<file path="src/ochg_pkg.sv">
// Constants and types for the overcurrent hiccup and thermal guard
`default_nettype none
package ochg_pkg;
	localparam int unsigned OCHG_CLK_HZ = 40_000_000;
	// Soft-start and cool-down interval in microseconds
	localparam int unsigned OCHG_SS_TIME_US = 4000;
	localparam int unsigned OCHG_SS_CYCLES = (OCHG_SS_TIME_US * (OCHG_CLK_HZ / 1_000_000));
	localparam int unsigned OCHG_CNT_W = 4;
	localparam logic [3:0] OCHG_CNT_FULL = 4'hf;
	localparam logic [3:0] OCHG_CNT_RST = 4'h0;
	localparam int unsigned OCHG_CUR_W = 8;
	// Limit step per slave block and base limit, in current units
	localparam logic [7:0] OCHG_LIM_STEP = 8'h02;
	localparam logic [7:0] OCHG_LIM_BASE = 8'h02;
	typedef enum logic [2:0] {
		OCHG_ST_RUN,
		OCHG_ST_COOL,
		OCHG_ST_SS,
		OCHG_ST_TSD
	} ochg_state_t;
endpackage : ochg_pkg
`default_nettype wire

</file>
<file path="src/ochg_guard.sv">
// Overcurrent hiccup and thermal latch-off controller for two channels
// Functional notes
// - Compare sampled current against scaled limit
// - Limit rises 2A per added block
// - Over limit advances shared counter once
// - Drop of both channels to or below limit clears counter
// - Both channels over adds two counts
// - Counter full shuts both channels down
// - Both channels under clears counter
// - Cool-down equals soft-start interval
// - Counter cleared entering cool-down
// - Cool-down end starts soft-start
// - Successful soft-start raises power good
// - Retry shuts down only on overflow
// - Over-temperature latches both channels off
// - Only power-on reset clears thermal latch
// - Soft-start lasts fixed 4ms
// - Power good low in shutdown
`default_nettype none
module ochg_guard
	import ochg_pkg::*;
#(
	parameter int unsigned SS_CYCLES = OCHG_SS_CYCLES
)
(
	input wire logic clk,
	input wire logic rst_n,
	input wire logic cycle_tick,
	input wire logic [7:0] current_ch_a,
	input wire logic [7:0] current_ch_b,
	input wire logic [1:0] config_select_a,
	input wire logic [1:0] config_select_b,
	input wire logic over_temp,
	output logic enable_ch_a,
	output logic enable_ch_b,
	output logic soft_start,
	output logic power_good_ch_a,
	output logic power_good_ch_b,
	output logic thermal_latched,
	output logic [3:0] overcurrent_count
);
	////////////////////////////////////////////////////////////////////////
	// Limit decode
	function automatic logic [7:0] oc_limit(input logic [1:0] slaves);
		oc_limit = 8'(OCHG_LIM_BASE + OCHG_LIM_STEP * {6'h00, slaves});
	endfunction : oc_limit

	// Two-stage synchronisers for pin-level inputs
	logic [1:0] ot_sync_q;
	logic [1:0] tick_sync_q;
	logic tick_prev_q;
	logic [1:0][1:0] cfg_a_sync_q;
	logic [1:0][1:0] cfg_b_sync_q;
	always_ff @(posedge clk or negedge rst_n)
	begin
		if (!rst_n)
		begin
			ot_sync_q <= 2'h0;
			tick_sync_q <= 2'h0;
			tick_prev_q <= 1'b0;
			cfg_a_sync_q <= '0;
			cfg_b_sync_q <= '0;
		end
		else
		begin
			ot_sync_q <= {ot_sync_q[0], over_temp};
			tick_sync_q <= {tick_sync_q[0], cycle_tick};
			tick_prev_q <= tick_sync_q[1];
			cfg_a_sync_q <= {cfg_a_sync_q[0], config_select_a};
			cfg_b_sync_q <= {cfg_b_sync_q[0], config_select_b};
		end
	end
	wire logic cyc = tick_sync_q[1] & ~tick_prev_q;
	wire logic ot = ot_sync_q[1];

	// Configuration captured once after reset release; it is not rechecked
	logic [1:0] cfg_a_q;
	logic [1:0] cfg_b_q;
	logic cfg_done_q;
	logic [1:0] cfg_wait_q;
	always_ff @(posedge clk or negedge rst_n)
	begin
		if (!rst_n)
		begin
			cfg_a_q <= 2'h0;
			cfg_b_q <= 2'h0;
			cfg_done_q <= 1'b0;
			cfg_wait_q <= 2'h0;
		end
		else if (!cfg_done_q)
		begin
			// Wait until the strap synchronisers hold a settled value
			if (cfg_wait_q == 2'h2)
			begin
				cfg_a_q <= cfg_a_sync_q[1];
				cfg_b_q <= cfg_b_sync_q[1];
				cfg_done_q <= 1'b1;
			end
			else
				cfg_wait_q <= cfg_wait_q + 2'h1;
		end
	end

	////////////////////////////////////////////////////////////////////////
	// Per-cycle comparison
	// Sample and compare on the switching edge
	wire logic over_a = current_ch_a > oc_limit(cfg_a_q);
	wire logic over_b = current_ch_b > oc_limit(cfg_b_q);

	ochg_state_t state_q;
	logic [3:0] cnt_q;
	wire logic active = (state_q == OCHG_ST_RUN) || (state_q == OCHG_ST_SS);
	logic [4:0] cnt_sum;
	logic overflow;
	always_comb
	begin
		// Two events in one cycle add two
		cnt_sum = {1'b0, cnt_q} + {4'h0, over_a} + {4'h0, over_b};
		// Full value reached or passed; the counter then clears
		overflow = cyc && active && (cnt_sum >= {1'b0, OCHG_CNT_FULL});
	end

	// Timer for cool-down and soft-start
	logic tmr_start;
	logic tmr_done;
	// Power-on kick, else the first soft-start would never time out
	logic boot_q;
	always_ff @(posedge clk or negedge rst_n)
	begin
		if (!rst_n)
			boot_q <= 1'b1;
		else
			boot_q <= 1'b0;
	end
	wire logic tmr_kick = tmr_start || boot_q;
	// Fixed interval shared by cool-down and soft-start
	ochg_timer #(.CYCLES(SS_CYCLES)) u_timer (
		.clk(clk),
		.rst_n(rst_n),
		.start(tmr_kick),
		.done(tmr_done)
	);

	////////////////////////////////////////////////////////////////////////
	// Hiccup state machine
	always_comb
	begin
		tmr_start = 1'b0;
		case (state_q)
			OCHG_ST_RUN: tmr_start = overflow && !ot;
			OCHG_ST_COOL: tmr_start = tmr_done && !ot;
			OCHG_ST_SS: tmr_start = overflow && !ot;
			default: tmr_start = 1'b0;
		endcase
	end

	always_ff @(posedge clk or negedge rst_n)
	begin
		if (!rst_n)
			state_q <= OCHG_ST_SS;
		else
		begin
			// Over-temperature latches off from any state
			if (ot)
				state_q <= OCHG_ST_TSD;
			else
			begin
				case (state_q)
					OCHG_ST_RUN:
						if (overflow)
							state_q <= OCHG_ST_COOL;
					OCHG_ST_COOL:
						if (tmr_done)
							state_q <= OCHG_ST_SS;
					OCHG_ST_SS:
						if (overflow)
							state_q <= OCHG_ST_COOL;
						else if (tmr_done)
							state_q <= OCHG_ST_RUN;
					// Thermal latch leaves only by reset
					OCHG_ST_TSD: state_q <= OCHG_ST_TSD;
					default: state_q <= OCHG_ST_TSD;
				endcase
			end
		end
	end

	////////////////////////////////////////////////////////////////////////
	// Overcurrent counter, updated once per switching cycle
	always_ff @(posedge clk or negedge rst_n)
	begin
		if (!rst_n)
			cnt_q <= OCHG_CNT_RST;
		else if (overflow || !active)
			cnt_q <= OCHG_CNT_RST;
		else if (cyc)
		begin
			if (!over_a && !over_b)
				cnt_q <= OCHG_CNT_RST;
			else
				cnt_q <= cnt_sum[3:0];
		end
	end

	////////////////////////////////////////////////////////////////////////
	// Registered outputs
	always_ff @(posedge clk or negedge rst_n)
	begin
		if (!rst_n)
		begin
			enable_ch_a <= 1'b0;
			enable_ch_b <= 1'b0;
			soft_start <= 1'b0;
			power_good_ch_a <= 1'b0;
			power_good_ch_b <= 1'b0;
			thermal_latched <= 1'b0;
			overcurrent_count <= OCHG_CNT_RST;
		end
		else
		begin
			enable_ch_a <= active && !overflow && !ot;
			enable_ch_b <= active && !overflow && !ot;
			soft_start <= (state_q == OCHG_ST_SS) && !overflow && !ot;
			// Low in shutdown and during soft-start
			power_good_ch_a <= (state_q == OCHG_ST_RUN) && !overflow && !ot;
			power_good_ch_b <= (state_q == OCHG_ST_RUN) && !overflow && !ot;
			thermal_latched <= (state_q == OCHG_ST_TSD) || ot;
			overcurrent_count <= cnt_q;
		end
	end

	////////////////////////////////////////////////////////////////////////
	// Checks
	// overflow must lead to disabled channels
	chk_overflow_shutdown: assert property (@(posedge clk) disable iff (!rst_n)
		overflow |=> !enable_ch_a && !enable_ch_b)
		else $error("channels still enabled after overflow");
	chk_cool_cleared: assert property (@(posedge clk) disable iff (!rst_n)
		(state_q == OCHG_ST_COOL) |-> cnt_q == 4'h0)
		else $error("counter not cleared in cool-down");
	chk_thermal_hold: assert property (@(posedge clk) disable iff (!rst_n)
		thermal_latched |=> thermal_latched && !enable_ch_a)
		else $error("thermal latch released");
	chk_thermal_entry: assert property (@(posedge clk) disable iff (!rst_n)
		ot |=> (state_q == OCHG_ST_TSD))
		else $error("thermal shutdown not entered");
	// no power good without run state
	chk_pg_low: assert property (@(posedge clk) disable iff (!rst_n)
		(power_good_ch_a || power_good_ch_b) |-> $past(state_q) == OCHG_ST_RUN)
		else $error("power good outside normal run");
	chk_double_step: assert property (@(posedge clk) disable iff (!rst_n)
		(cyc && active && over_a && over_b && !overflow) |=> cnt_q == $past(cnt_q) + 4'h2)
		else $error("double event not counted twice");
	chk_both_under: assert property (@(posedge clk) disable iff (!rst_n)
		(cyc && !over_a && !over_b) |=> cnt_q == 4'h0)
		else $error("counter not cleared when both under");
	chk_cool_to_ss: assert property (@(posedge clk) disable iff (!rst_n)
		(state_q == OCHG_ST_COOL && tmr_done && !ot) |=> state_q == OCHG_ST_SS)
		else $error("soft-start not started after cool-down");
	chk_saturate: assert property (@(posedge clk) disable iff (!rst_n)
		(cnt_q != 4'h0) |=> (cnt_q >= $past(cnt_q)) || (cnt_q == 4'h0))
		else $error("counter wrapped");
endmodule : ochg_guard
`default_nettype wire

</file>
<file path="src/ochg_timer.sv">
// Interval down-counter used for cool-down and soft-start
`default_nettype none
module ochg_timer
	import ochg_pkg::*;
#(
	parameter int unsigned CYCLES = OCHG_SS_CYCLES
)
(
	input wire logic clk,
	input wire logic rst_n,
	input wire logic start,
	output logic done
);
	localparam int unsigned W = $clog2(CYCLES + 1);
	// Refused at elaboration: a one-cycle interval loads zero and reaches the done compare only after the counter wraps
	if (CYCLES < 2)
	begin : g_bad_cycles
		$error("ochg_timer: CYCLES must be at least 2");
	end
	logic [W-1:0] cnt_q;
	logic run_q;
	// Load on start, count down, pulse done at zero
	always_ff @(posedge clk or negedge rst_n)
	begin
		if (!rst_n)
		begin
			cnt_q <= '0;
			run_q <= 1'b0;
			done <= 1'b0;
		end
		else
		begin
			done <= 1'b0;
			if (start)
			begin
				cnt_q <= W'(CYCLES - 1);
				run_q <= 1'b1;
			end
			else if (run_q)
			begin
				if (cnt_q == W'(1))
				begin
					run_q <= 1'b0;
					done <= 1'b1;
				end
				cnt_q <= cnt_q - W'(1);
			end
		end
	end
endmodule : ochg_timer
`default_nettype wire

</file>
<file path="config.mk">
export PLATFORM = sky130hd
export DESIGN_NAME = ochg_guard
export DESIGN_NICKNAME = d
export VERILOG_FILES = /design/src/ochg_pkg.sv /design/src/ochg_guard.sv /design/src/ochg_timer.sv
export SDC_FILE = /design/constraint.sdc
export NUM_CORES = 1
export LEC_CHECK = 0
export BUFFER_PORTS_ARGS = -buffer_cell sky130_fd_sc_hd__buf_4
export CAP_MARGIN = 20
export CORE_ASPECT_RATIO = 0.7
export CORE_UTILIZATION = 47
export CTS_CLUSTER_DIAMETER = 200
export CTS_CLUSTER_SIZE = 28
export DETAILED_ROUTE_END_ITERATION = 12
export PLACE_DENSITY = 0.71
export REMOVE_ABC_BUFFERS = 1
export SKIP_CTS_REPAIR_TIMING = 1
export SLEW_MARGIN = 40
export SYNTH_ARGS = -nofsm -noshare
export SYNTH_HDL_FRONTEND = slang
export SYNTH_SLANG_ARGS = --single-unit
export TNS_END_PERCENT = 1
</file>
<file path="constraint.sdc">
create_clock -name clk -period 6.4 [get_ports clk]
set_clock_uncertainty 0.15 [all_clocks]
set_input_delay 1.92 -clock clk [delete_from_list [all_inputs] [get_ports clk]]
set_output_delay 1.92 -clock clk [all_outputs]
set_load 0.005 [all_outputs]
</file>
==> metrics.md, run 1 <==
| Metric | Value |
|---|---|
| Syn avg cell area | `11.4 um2` |
| CTS tree | `done` |
| Pwr dens | `204 nW/um2` |
| Layout cell share with drive strength beyond 1 | `21.9%` |
| Placer Congestion | `0.830` |
| Comb pwr share | `7.1%` |
| Footprint of the multi-input gates | `1010 um2` |
| Max clock buf depth | `2` |
| Reg-to-reg critical path endpoint | `u_timer.run_q` |
| IO Port Bufs | `33` |
| Grt ovf | `0` |
| Register area | `1380 um2` |
| Clock root cell | `clkbuf_8` |
| Warnings from Yosys | `0` |
| Seq/Total Area, Yosys | `55.2%` |
| Relative slew slack | `56.8%` |
| Outcome | `complete, no violations` |
| Startpoint Class | `primary input` |
| WS Path Type | `primary input to flop` |
| Filler instances | `429` |
| Synth unique cells | `47` |
| First-pass GRT wire length | `6840 um` |
| HP Class | `flop to flop` |
| Area share of the largest cell type after synthesis | `53.1%` |
| Number of synthesized flops with an enable pin | `0` |
| Count leader, synth | `dfrtp_1` |
| Setup TNS | `0 ns` |
| Critical Path Fanout Max | `14` |
| Final Hold Viols | `0` |
| Synth area leader | `dfrtp_1` |
| Min cycle time layout | `4.88 ns` |
| Initial DRT Pass Iterations | `4` |
| Hold WS | `0.206 ns` |
| Period utilization | `76.2%` |
| FF-to-FF Start | `cfg_b_q[1]` |
| Drt total wl | `3860 um` |
| Sequential share of power | `61.2%` |
| Crit path DAT | `4.90 ns` |
| Top post-synthesis cells by area | `dfrtp_1 (53%), ha_1 (6.0%), xnor2_1 (5.3%)` |
| Io pins | `34` |
| Later-pin clock latency in the skew report | `0.31 ns` |
| Switch share | `23.3%` |
| Mapped cell area | `2500 um2` |
| Async SR Flop Fraction | `100%` |
| Initial DRC Count | `65` |
| Area Growth Syn to Fin | `15.2%` |
| Antenna Cells | `0` |
| Vias/cell | `4.94` |
| Core Util, Final | `58.2%` |
| CP Capture Type | `flop` |
| TritonCTS buffer count | `5` |
| Largest net degree at the start of global routing | `56` |
| H-tree levels | `2` |
| Hold Path End | `cfg_a_sync_q[2]` |
| Net Sw Power | `0.137 mW` |
| DRC | `0` |
| RSZ-0062 raised after global routing | `false` |
| Final HPWL from detailed placement | `2780 um` |
| Worst hold start | `cfg_a_sync_q[0]` |
| Hold Crit Depth | `0` |
| DP Cell Count | `312` |
| Initial antenna violation count | `0` |
| Post-route ant nets | `0` |
| DIE WIDTH | `89.1 um` |
| Mapped Cells | `219` |
| Final Max Tran Viols | `0` |
| R2r setup slk | `2.56 ns` |
| VDD IR max | `0.000123 V` |
| Setup-failing EPs final | `0` |
| Flip-flop and latch count after synthesis | `55` |
| Die H | `63.0 um` |
| P_int | `0.450 mW` |
| Initial Util | `50.6%` |
| Non-filler instance count after layout | `320` |
| Full die area | `5610 um2` |
| Leakage | `1.24 nW` |
| Most used flip-flop cell after synthesis | `dfrtp_1` |
| Worst reg2reg path depth | `15` |
| Worst Max-Slew Pin Slew | `0.647 ns` |
| Via count | `1581` |
| Number of global-route vias before repair | `1465` |
| Wire per inst | `12.1 um` |
| Global Route Usage Sum | `16.2%` |
| Nets | `287` |
| Max-Cap Viols | `0` |
| Clock power frac | `31.8%` |
| Std-Cell Rows | `21` |
| Worst EP required | `6.42 ns` |
| TritonCTS sink count | `55` |
| Core area | `4940 um2` |
| Most common library cells after synthesis | `dfrtp_1 (53), nand2_1 (19), inv_1 (16), xnor2_1 (15), nor2_1 (13)` |
| Peak Freq | `205 MHz` |
| Clock transition at path regs | `0.09 ns` |
-- flip-flops by register name, summed over array words and instances (netlist names) --
register           flops
power_good_ch_b        1
soft_start             1
thermal_latched        1
cfg_b_sync_q           4
state_q                2
cfg_a_q                2
tick_prev_q            1
tick_sync_q            2
cnt_q                  4
cfg_done_q             1
boot_q                 1
u_timer.run_q          1
ot_sync_q              2
cfg_wait_q             2
cfg_b_q                2
u_timer.cnt_q         18
enable_ch_b            1
overcurrent_count      4
cfg_a_sync_q           4
u_timer.done           1
-- routing by layer --
metal	track usage (%)	up-vias	wire length [um]
met5	0	-	0
met3	4.76	6	137
met2	22.5	24	1580
met1	23.7	747	2080
li1	-	804	-
met4	5.95	0	59
-- layout by cell type (no fill, tap or decap), types with 2 or more instances in the layout --
cell and count:
xnor2_1 15, nand4b_1 2, inv_1 16, dfstp_2 2
a21oi_1 3, nor4_1 6, nand3b_1 4, nand3_1 3
ha_1 12, nor3_1 10, nor2b_1 4, nor3b_1 2
nor2_1 13, nand2b_1 4, clkbuf_8 5, and3_1 2
xor2_1 4, o41ai_1 3, buf_4 33, nand2_1 19
dfrtp_1 53, o21ai_0 9, clkinvlp_4 2, mux2_2 2
-- cell families (layout without fill, tap and decap cells) --
| kind of cell | Yosys count | in the layout | synth area share (%) |
|---|---|---|---|
| and+or+nand+nor | 80 | 80 | 18.9 |
| AOI/OAI and AO/OA | 23 | 23 | 6.81 |
| adders and majority gates | 13 | 13 | 6.81 |
| muxes | 3 | 3 | 1.30 |
| other | 1 | 1 | 0.150 |
| buffers and inverters | 25 | 57 | 4.16 |
| xor gates and xnor gates | 19 | 19 | 6.66 |
| DFF | 55 | 55 | 55.2 |
-- critical path, cell delays in order --
cell      delay, ns
buf_4          0.11
ha_1           0.30
nand4b_1       0.09
o21ai_0        0.07
o21ai_0        0.36
inv_1          0.11
fa_1           0.42
inv_1          0.07
ha_1           0.22
xnor2_1        0.16
nor3b_2        0.07
a32oi_2        0.33
o41a_1         0.50
o21ai_0        0.16
-- layout make-up --
| type | instances | share of cell area, % |
|---|---|---|
| Clock buffer | 5 | 2.39 |
| Clock inverter | 3 | 0.696 |
| Inverter | 16 | 2.09 |
| Multi-Input combinational cell | 139 | 35.3 |
| Sequential cell | 55 | 47.9 |
| Tap cell | 69 | 3.00 |
| Timing Repair Buffer | 33 | 8.61 |
-- stage by stage --
step	total power, mW	area [um2]	setup WS (ns)
4_1_cts	0.594	2880	1.54
6_report	0.587	2880	1.52
2_1_floorplan	0.385	2450	1.68
3_5_place_dp	0.408	2790	1.19
3_3_place_gp	0.407	2790	1.32
5_1_grt	0.617	2880	1.21
-- power by group through the flow --
stage	clock network (mW)	logic, mW	registers (mW)
after CTS	0.192	0.0424	0.359
final	0.186	0.0414	0.359
after global placement	0	0.0413	0.366
after detailed placement	0	0.0422	0.366
after floorplan	0	0.0199	0.365
after global routing	0.209	0.0483	0.360
-- how the worst max path moves through the flow --
stage | cells after the start | end | slack (ns) | from
floorplan | 13 | u_timer.done | 1.68 | current_ch_b[2]
global placement | 14 | u_timer.run_q | 1.32 | current_ch_a[2]
detailed placement | 14 | u_timer.run_q | 1.19 | current_ch_b[3]
CTS | 14 | u_timer.run_q | 1.54 | current_ch_b[3]
global route | 14 | u_timer.run_q | 1.21 | current_ch_a[3]
finish | 14 | u_timer.run_q | 1.52 | current_ch_b[3]
(Power assumes the default switching activity.)
==> run 2: changes to the inputs <==
--- a/config.mk
+++ b/config.mk
@@ -12,7 +12,7 @@
 export CTS_CLUSTER_DIAMETER = 200
 export CTS_CLUSTER_SIZE = 28
 export DETAILED_ROUTE_END_ITERATION = 12
-export PLACE_DENSITY = 0.71
+export PLACE_DENSITY = 0.74
 export REMOVE_ABC_BUFFERS = 1
 export SKIP_CTS_REPAIR_TIMING = 1
 export SLEW_MARGIN = 40
==> constraint.sdc (replaced) <==
create_clock -name clk -period 4.05 [get_ports clk]
set_clock_uncertainty 0.15 [all_clocks]
set_input_delay 1.215 -clock clk [delete_from_list [all_inputs] [get_ports clk]]
set_output_delay 1.215 -clock clk [all_outputs]
set_load 0.005 [all_outputs]
==> run 2 against run 1 <==
Power rose by 71%. Worst setup slack worse by 1.3 ns. Combinational power increased by 66%. Final cell count rose by 2.2%. Clock power is 99% higher. First-iteration DRC count unchanged. Clock-buffer cell count rose by 1. Sequential power grew 58%. Global-route usage is 0.28 points lower. Critical path type unchanged. Highest routed layer unchanged.
==> metrics.md, run 2 (same netlist as run 1, synthesis figures left out) <==
| Metric | Value |
|---|---|
| Outcome | `complete, no violations` |
| Most common cell after layout, fill and taps aside | `dfrtp_1` |
| Max FFs per register | `18 (unchanged)` |
| Min cycle time layout | `3.81 ns` |
| Commonest cells after routing, fill and taps aside | `dfrtp_1 (53), buf_4 (40), nand2_1 (19), inv_1 (16), xnor2_1 (15)` |
| H-tree levels | `2 (unchanged)` |
| Top reg by flops | `u_timer.cnt_q` |
| Clock root cell | `clkbuf_8` |
| TritonCTS sink count | `55 (unchanged)` |
| Pwr dens | `340 nW/um2 (+67%)` |
| First-pass GRT wire length | `6820 um (-0.29%)` |
| DP Cell Count | `319 (+2.2%)` |
| Worst reg2reg path depth | `14 (-1)` |
| Post-route ant nets | `0 (unchanged)` |
| Hold WS | `0.205 ns (-0.000296 ns)` |
| Final Max Tran Viols | `0 (unchanged)` |
| TritonCTS buffer count | `5 (unchanged)` |
| DP Worst Slack | `-0.0753 ns (-1.26 ns)` |
| Setup-failing EPs final | `0 (unchanged)` |
| Initial DRT Pass Iterations | `4 (unchanged)` |
| Later-pin clock latency in the skew report | `0.31 ns (about the same)` |
| Core Util, Final | `59.9% (+1.6 points)` |
| Startpoint Class | `primary input` |
| Leakage | `1.29 nW (+4.3%)` |
| Peak Freq | `262 MHz` |
| Worst Max-Slew Pin Slew | `0.656 ns (+0.00814 ns)` |
| Number of global-route vias before repair | `1497 (+2.2%)` |
| Initial DRC Count | `65 (unchanged)` |
| Filler instances | `402 (-6.3%)` |
| Wire per inst | `12.3 um (+1.8%)` |
| Setup TNS | `0 ns (unchanged)` |
| Relative slew slack | `56.3% (-0.54 points)` |
| Global Route Usage Sum | `15.9% (-0.28 points)` |
| Post-Layout Inst Area | `2960 um2 (+2.8%)` |
| CP Capture Type | `flop` |
| RSZ-0062 raised after global routing | `false` |
| R2r setup slk | `0.55 ns (-2.01 ns)` |
| DRC | `0 (unchanged)` |
| Critical Path Fanout Max | `5 (-9)` |
| WS Path Type | `primary input to flop` |
| Area Growth Syn to Fin | `18.4%` |
| Max clock buf depth | `2 (unchanged)` |
| Io pins | `34 (unchanged)` |
| Final WS setup | `0.239 ns (-1.28 ns)` |
| Std-Cell Rows | `21 (unchanged)` |
| Vias/cell | `4.97 (+0.58%)` |
| Nets | `294 (+2.4%)` |
| Via count | `1625 (+2.8%)` |
| DIE WIDTH | `89.1 um (unchanged)` |
| HP Class | `flop to flop` |
| Full die area | `5610 um2 (unchanged)` |
| CTS tree | `done` |
| Core area | `4940 um2 (unchanged)` |
| Grt ovf | `0 (unchanged)` |
| Largest net degree at the start of global routing | `56 (unchanged)` |
| Layout cell share with drive strength beyond 1 | `24.0% (+2.1 points)` |
| Max-Cap Viols | `0 (unchanged)` |
| Initial antenna violation count | `0 (unchanged)` |
| IO Port Bufs | `33 (unchanged)` |
| Final HPWL from detailed placement | `2850 um (+2.6%)` |
| Clock transition at path regs | `0.09 ns (about the same)` |
| Final Hold Viols | `0 (unchanged)` |
| Crit path DAT | `3.85 ns (-1.05 ns)` |
| Period utilization | `94.1%` |
| Hold Crit Depth | `0 (unchanged)` |
| Placed Instance Area | `2840 um2 (+1.9%)` |
| VDD IR max | `0.000248 V (+100%)` |
| Die H | `63.0 um (unchanged)` |
| Total Power | `1.01 mW (+71%)` |
| Initial Util | `50.6% (unchanged)` |
| Worst EP required | `4.09 ns (-2.33 ns)` |
| Antenna Cells | `0 (unchanged)` |
| Non-filler instance count after layout | `327 (+2.2%)` |
| Placer Congestion | `0.765 (-7.8%)` |
| Drt total wl | `4010 um (+4.0%)` |
run 2: worst max-delay path: stages:
cell	delay (ns)
buf_4	0.11
ha_1	0.28
nor2b_1	0.14
nor3_1	0.05
o21ai_0	0.24
inv_1	0.10
fa_1	0.40
inv_1	0.06
ha_1	0.23
nor3b_2	0.17
a32oi_2	0.28
nor2_1	0.16
o41ai_1	0.42
run 2: cell type report:
type | instances | area, um2 | area share, %
clock buffer | 6 | 82.6 | 2.79
multi-input combinational | 139 | 1010 | 34.3
clock inverter | 2 | 35.0 | 1.18
inverter | 16 | 60.1 | 2.03
tap | 69 | 86.3 | 2.92
sequential | 55 | 1380 | 46.6
timing repair buffer | 40 | 300 | 10.2
run 2: path summary, 6_finish.rpt:
check	end	start
min reg2reg	tick_sync_q[1]	tick_sync_q[0]
max	cnt_q[1]	current_ch_b[2]
min	tick_sync_q[1]	tick_sync_q[0]
min in group asynchronous	tick_sync_q[1]	rst_n
max reg2reg	cnt_q[1]	cfg_b_q[1]
max in group asynchronous	u_timer.cnt_q[8]	rst_n
run 2: report_power, final:
part / internal, mW / switching, mW / leakage [nW]
combinational: 0.0329 / 0.0357 / 0.594
clock: 0.200 / 0.170 / 0.0612
sequential: 0.561 / 0.00711 / 0.637
total: 0.794 / 0.213 / 1.29
run 2: per-layer routing:
metal	track usage [%]	part of all wire, %	up-vias
li1	-	-	821
met1	24.3	53	774
met2	21.5	42	26
met3	5.15	3.6	4
met4	4.17	0.92	0
met5	0	0	-
==> run 3: changes to the inputs <==
--- a/config.mk
+++ b/config.mk
@@ -12,7 +12,7 @@
 export CTS_CLUSTER_DIAMETER = 200
 export CTS_CLUSTER_SIZE = 28
 export DETAILED_ROUTE_END_ITERATION = 12
-export PLACE_DENSITY = 0.74
+export PLACE_DENSITY = 0.68
 export REMOVE_ABC_BUFFERS = 1
 export SKIP_CTS_REPAIR_TIMING = 1
 export SLEW_MARGIN = 40
==> run 3 against run 2 <==
Via count decreased by 0.68%. Clock power decreased by 1%. Largest power group unchanged. Combinational power decreased by 0.9%. Worst hold slack about the same.
==> metrics.md, run 3 (same netlist as run 1, synthesis figures left out) <==
| Metric | Value |
|---|---|
| Wire length on met3 | `136 um (-6.2%)` |
| Start point of the critical path | `current_ch_b[2]` |
| Via count | `1614 (-0.68%)` |
| Layout cell share with drive strength beyond 1 | `24.3% (+0.29 points)` |
| Clock root cell | `clkbuf_8` |
| Initial antenna violation count | `0 (unchanged)` |
| Worst reg2reg path depth | `16 (+2)` |
| H-tree levels | `2 (unchanged)` |
| Setup TNS | `0 ns (unchanged)` |
| Startpoint Class | `primary input` |
| Std-Cell Rows | `21 (unchanged)` |
| Peak Freq | `263 MHz (+0.38%)` |
| Io pins | `34 (unchanged)` |
| Outcome | `complete, no violations` |
| Crit path DAT | `3.90 ns (+0.05 ns)` |
| Filler instances | `443 (+10%)` |
| Leakage | `1.29 nW (+0.13%)` |
| DP Cell Count | `320 (+0.31%)` |
| Worst hold start | `cfg_b_sync_q[1]` |
| DIE WIDTH | `89.1 um (unchanged)` |
| Metal-1 WL | `2060 um (-3.1%)` |
| Post-Layout Inst Area | `2960 um2 (+0.21%)` |
| Core Util, Final | `60.0% (+0.13 points)` |
| Commonest cells after routing, fill and taps aside | `dfrtp_1 (53), buf_4 (41), nand2_1 (19), inv_1 (16), xnor2_1 (15)` |
| Max FFs per register | `18 (unchanged)` |
| Later-pin clock latency in the skew report | `0.31 ns (about the same)` |
| Global Route Usage Sum | `16.1% (+0.15 points)` |
| HP Class | `flop to flop` |
| Hold Crit Depth | `0 (unchanged)` |
| Area Growth Syn to Fin | `18.7%` |
| FF-to-FF Start | `cfg_b_q[0]` |
| Period utilization | `93.7% (-0.35 points)` |
| CP Capture Type | `flop` |
| DRC | `0 (unchanged)` |
| WS Path Type | `primary input to flop` |
| Antenna Cells | `0 (unchanged)` |
| Grt ovf | `0 (unchanged)` |
| Post-route ant nets | `0 (unchanged)` |
| Final Max Tran Viols | `0 (unchanged)` |
| Vias/cell | `4.92 (-0.98%)` |
| Met2 wire len | `1650 um (-2.9%)` |
| Non-filler instance count after layout | `328 (+0.31%)` |
| Top reg by flops | `u_timer.cnt_q` |
| Number of global-route vias before repair | `1493 (-0.27%)` |
| Wire per inst | `11.9 um (-3.3%)` |
| Relative slew slack | `56.5% (+0.22 points)` |
| Max clock buf depth | `2 (unchanged)` |
| Die H | `63.0 um (unchanged)` |
| Setup-failing EPs final | `0 (unchanged)` |
| Clock transition at path regs | `0.10 ns (about the same)` |
| Final Hold Viols | `0 (unchanged)` |
| IO Port Bufs | `33 (unchanged)` |
| Largest net degree at the start of global routing | `56 (unchanged)` |
| Worst Max-Slew Pin Slew | `0.652 ns (-0.00325 ns)` |
| TritonCTS sink count | `55 (unchanged)` |
| Drt total wl | `3890 um (-3.0%)` |
| VDD IR max | `0.000200 V (-19%)` |
| Initial DRC Count | `23 (-65%)` |
| Min cycle time layout | `3.80 ns (-0.0143 ns)` |
| Critical Path Fanout Max | `7 (+2)` |
| Placed Instance Area | `2850 um2 (+0.26%)` |
| First-pass GRT wire length | `6840 um (+0.40%)` |
| Full die area | `5610 um2 (unchanged)` |
| Initial DRT Pass Iterations | `4 (unchanged)` |
| TritonCTS buffer count | `5 (unchanged)` |
| RSZ-0062 raised after global routing | `false` |
| Core area | `4940 um2 (unchanged)` |
| CTS tree | `done` |
| Max-Cap Viols | `0 (unchanged)` |
| R2r setup slk | `0.56 ns (about the same)` |
| Worst EP required | `4.15 ns (+0.06 ns)` |
| Final HPWL from detailed placement | `2820 um (-1.3%)` |
| Nets | `295 (+0.34%)` |
| Pwr dens | `338 nW/um2 (-0.75%)` |
| Most common cell after layout, fill and taps aside | `dfrtp_1` |
| Placer Congestion | `0.759 (-0.77%)` |
| Initial Util | `50.6% (unchanged)` |
| Top layer in use | `met4` |
| Hold WS | `0.205 ns (-0.000460 ns)` |
[run 3: changes by cell type in the layout (fill, tap and decap cells not counted)]
cell	delta
o21ai_0	-1
clkbuf_8	-1
clkinv_2	-1
inv_6	+1
clkinv_4	+1
o21ai_1	+1
buf_4	+1
[run 3: worst paths after layout]
path	end
worst max-delay path	u_timer.cnt_q[1]
worst min-delay path	cfg_b_sync_q[3]
worst max register to register	u_timer.cnt_q[1]
worst min register to register	cfg_b_sync_q[3]
max in group asynchronous	u_timer.done
min in group asynchronous	tick_sync_q[1]
[run 3: layout make-up]
| class | count | area [um2] | area share [%] |
|---|---|---|---|
| flip-flops and latches | 55 | 1380 | 46.5 |
| multi-input cells | 139 | 1010 | 34.2 |
| repair buffers | 41 | 308 | 10.4 |
| well taps | 69 | 86.3 | 2.91 |
| clock buffers | 5 | 68.8 | 2.32 |
| inverters | 16 | 60.1 | 2.03 |
| clock inverters | 3 | 47.5 | 1.60 |
[run 3: routing by layer]
| layer | up-vias | GRT usage, % |
|---|---|---|
| met2 | 25 | 21.5 |
| met5 | - | 0 |
| met4 | 0 | 5.36 |
| li1 | 822 | - |
| met3 | 4 | 4.76 |
| met1 | 763 | 24.5 |
[run 3: per-stage QoR]
stage | setup slack, ns | power [mW]
final | 0.253 | 1.00
after global routing | 0.0181 | 1.04
after CTS | 0.235 | 1.02
after detailed placement | -0.126 | 0.647
after global placement | 0.0554 | 0.646
after floorplan | 0.0304 | 0.608
[run 3: critical path, cell delays in order]
cell     delay, ns
buf_4         0.11
ha_1          0.28
nor2b_1       0.14
nor3_1        0.06
o21ai_1       0.18
inv_1         0.08
fa_1          0.41
inv_1         0.07
ha_1          0.17
xnor2_1       0.08
nor3b_2       0.19
a32oi_2       0.10
o41a_1        0.54
buf_4         0.21
nand2_1       0.06
[run 3: power by group]
part	internal (mW)	switching, mW
logic	0.0325	0.0355
clock network	0.187	0.178
registers	0.561	0.00663
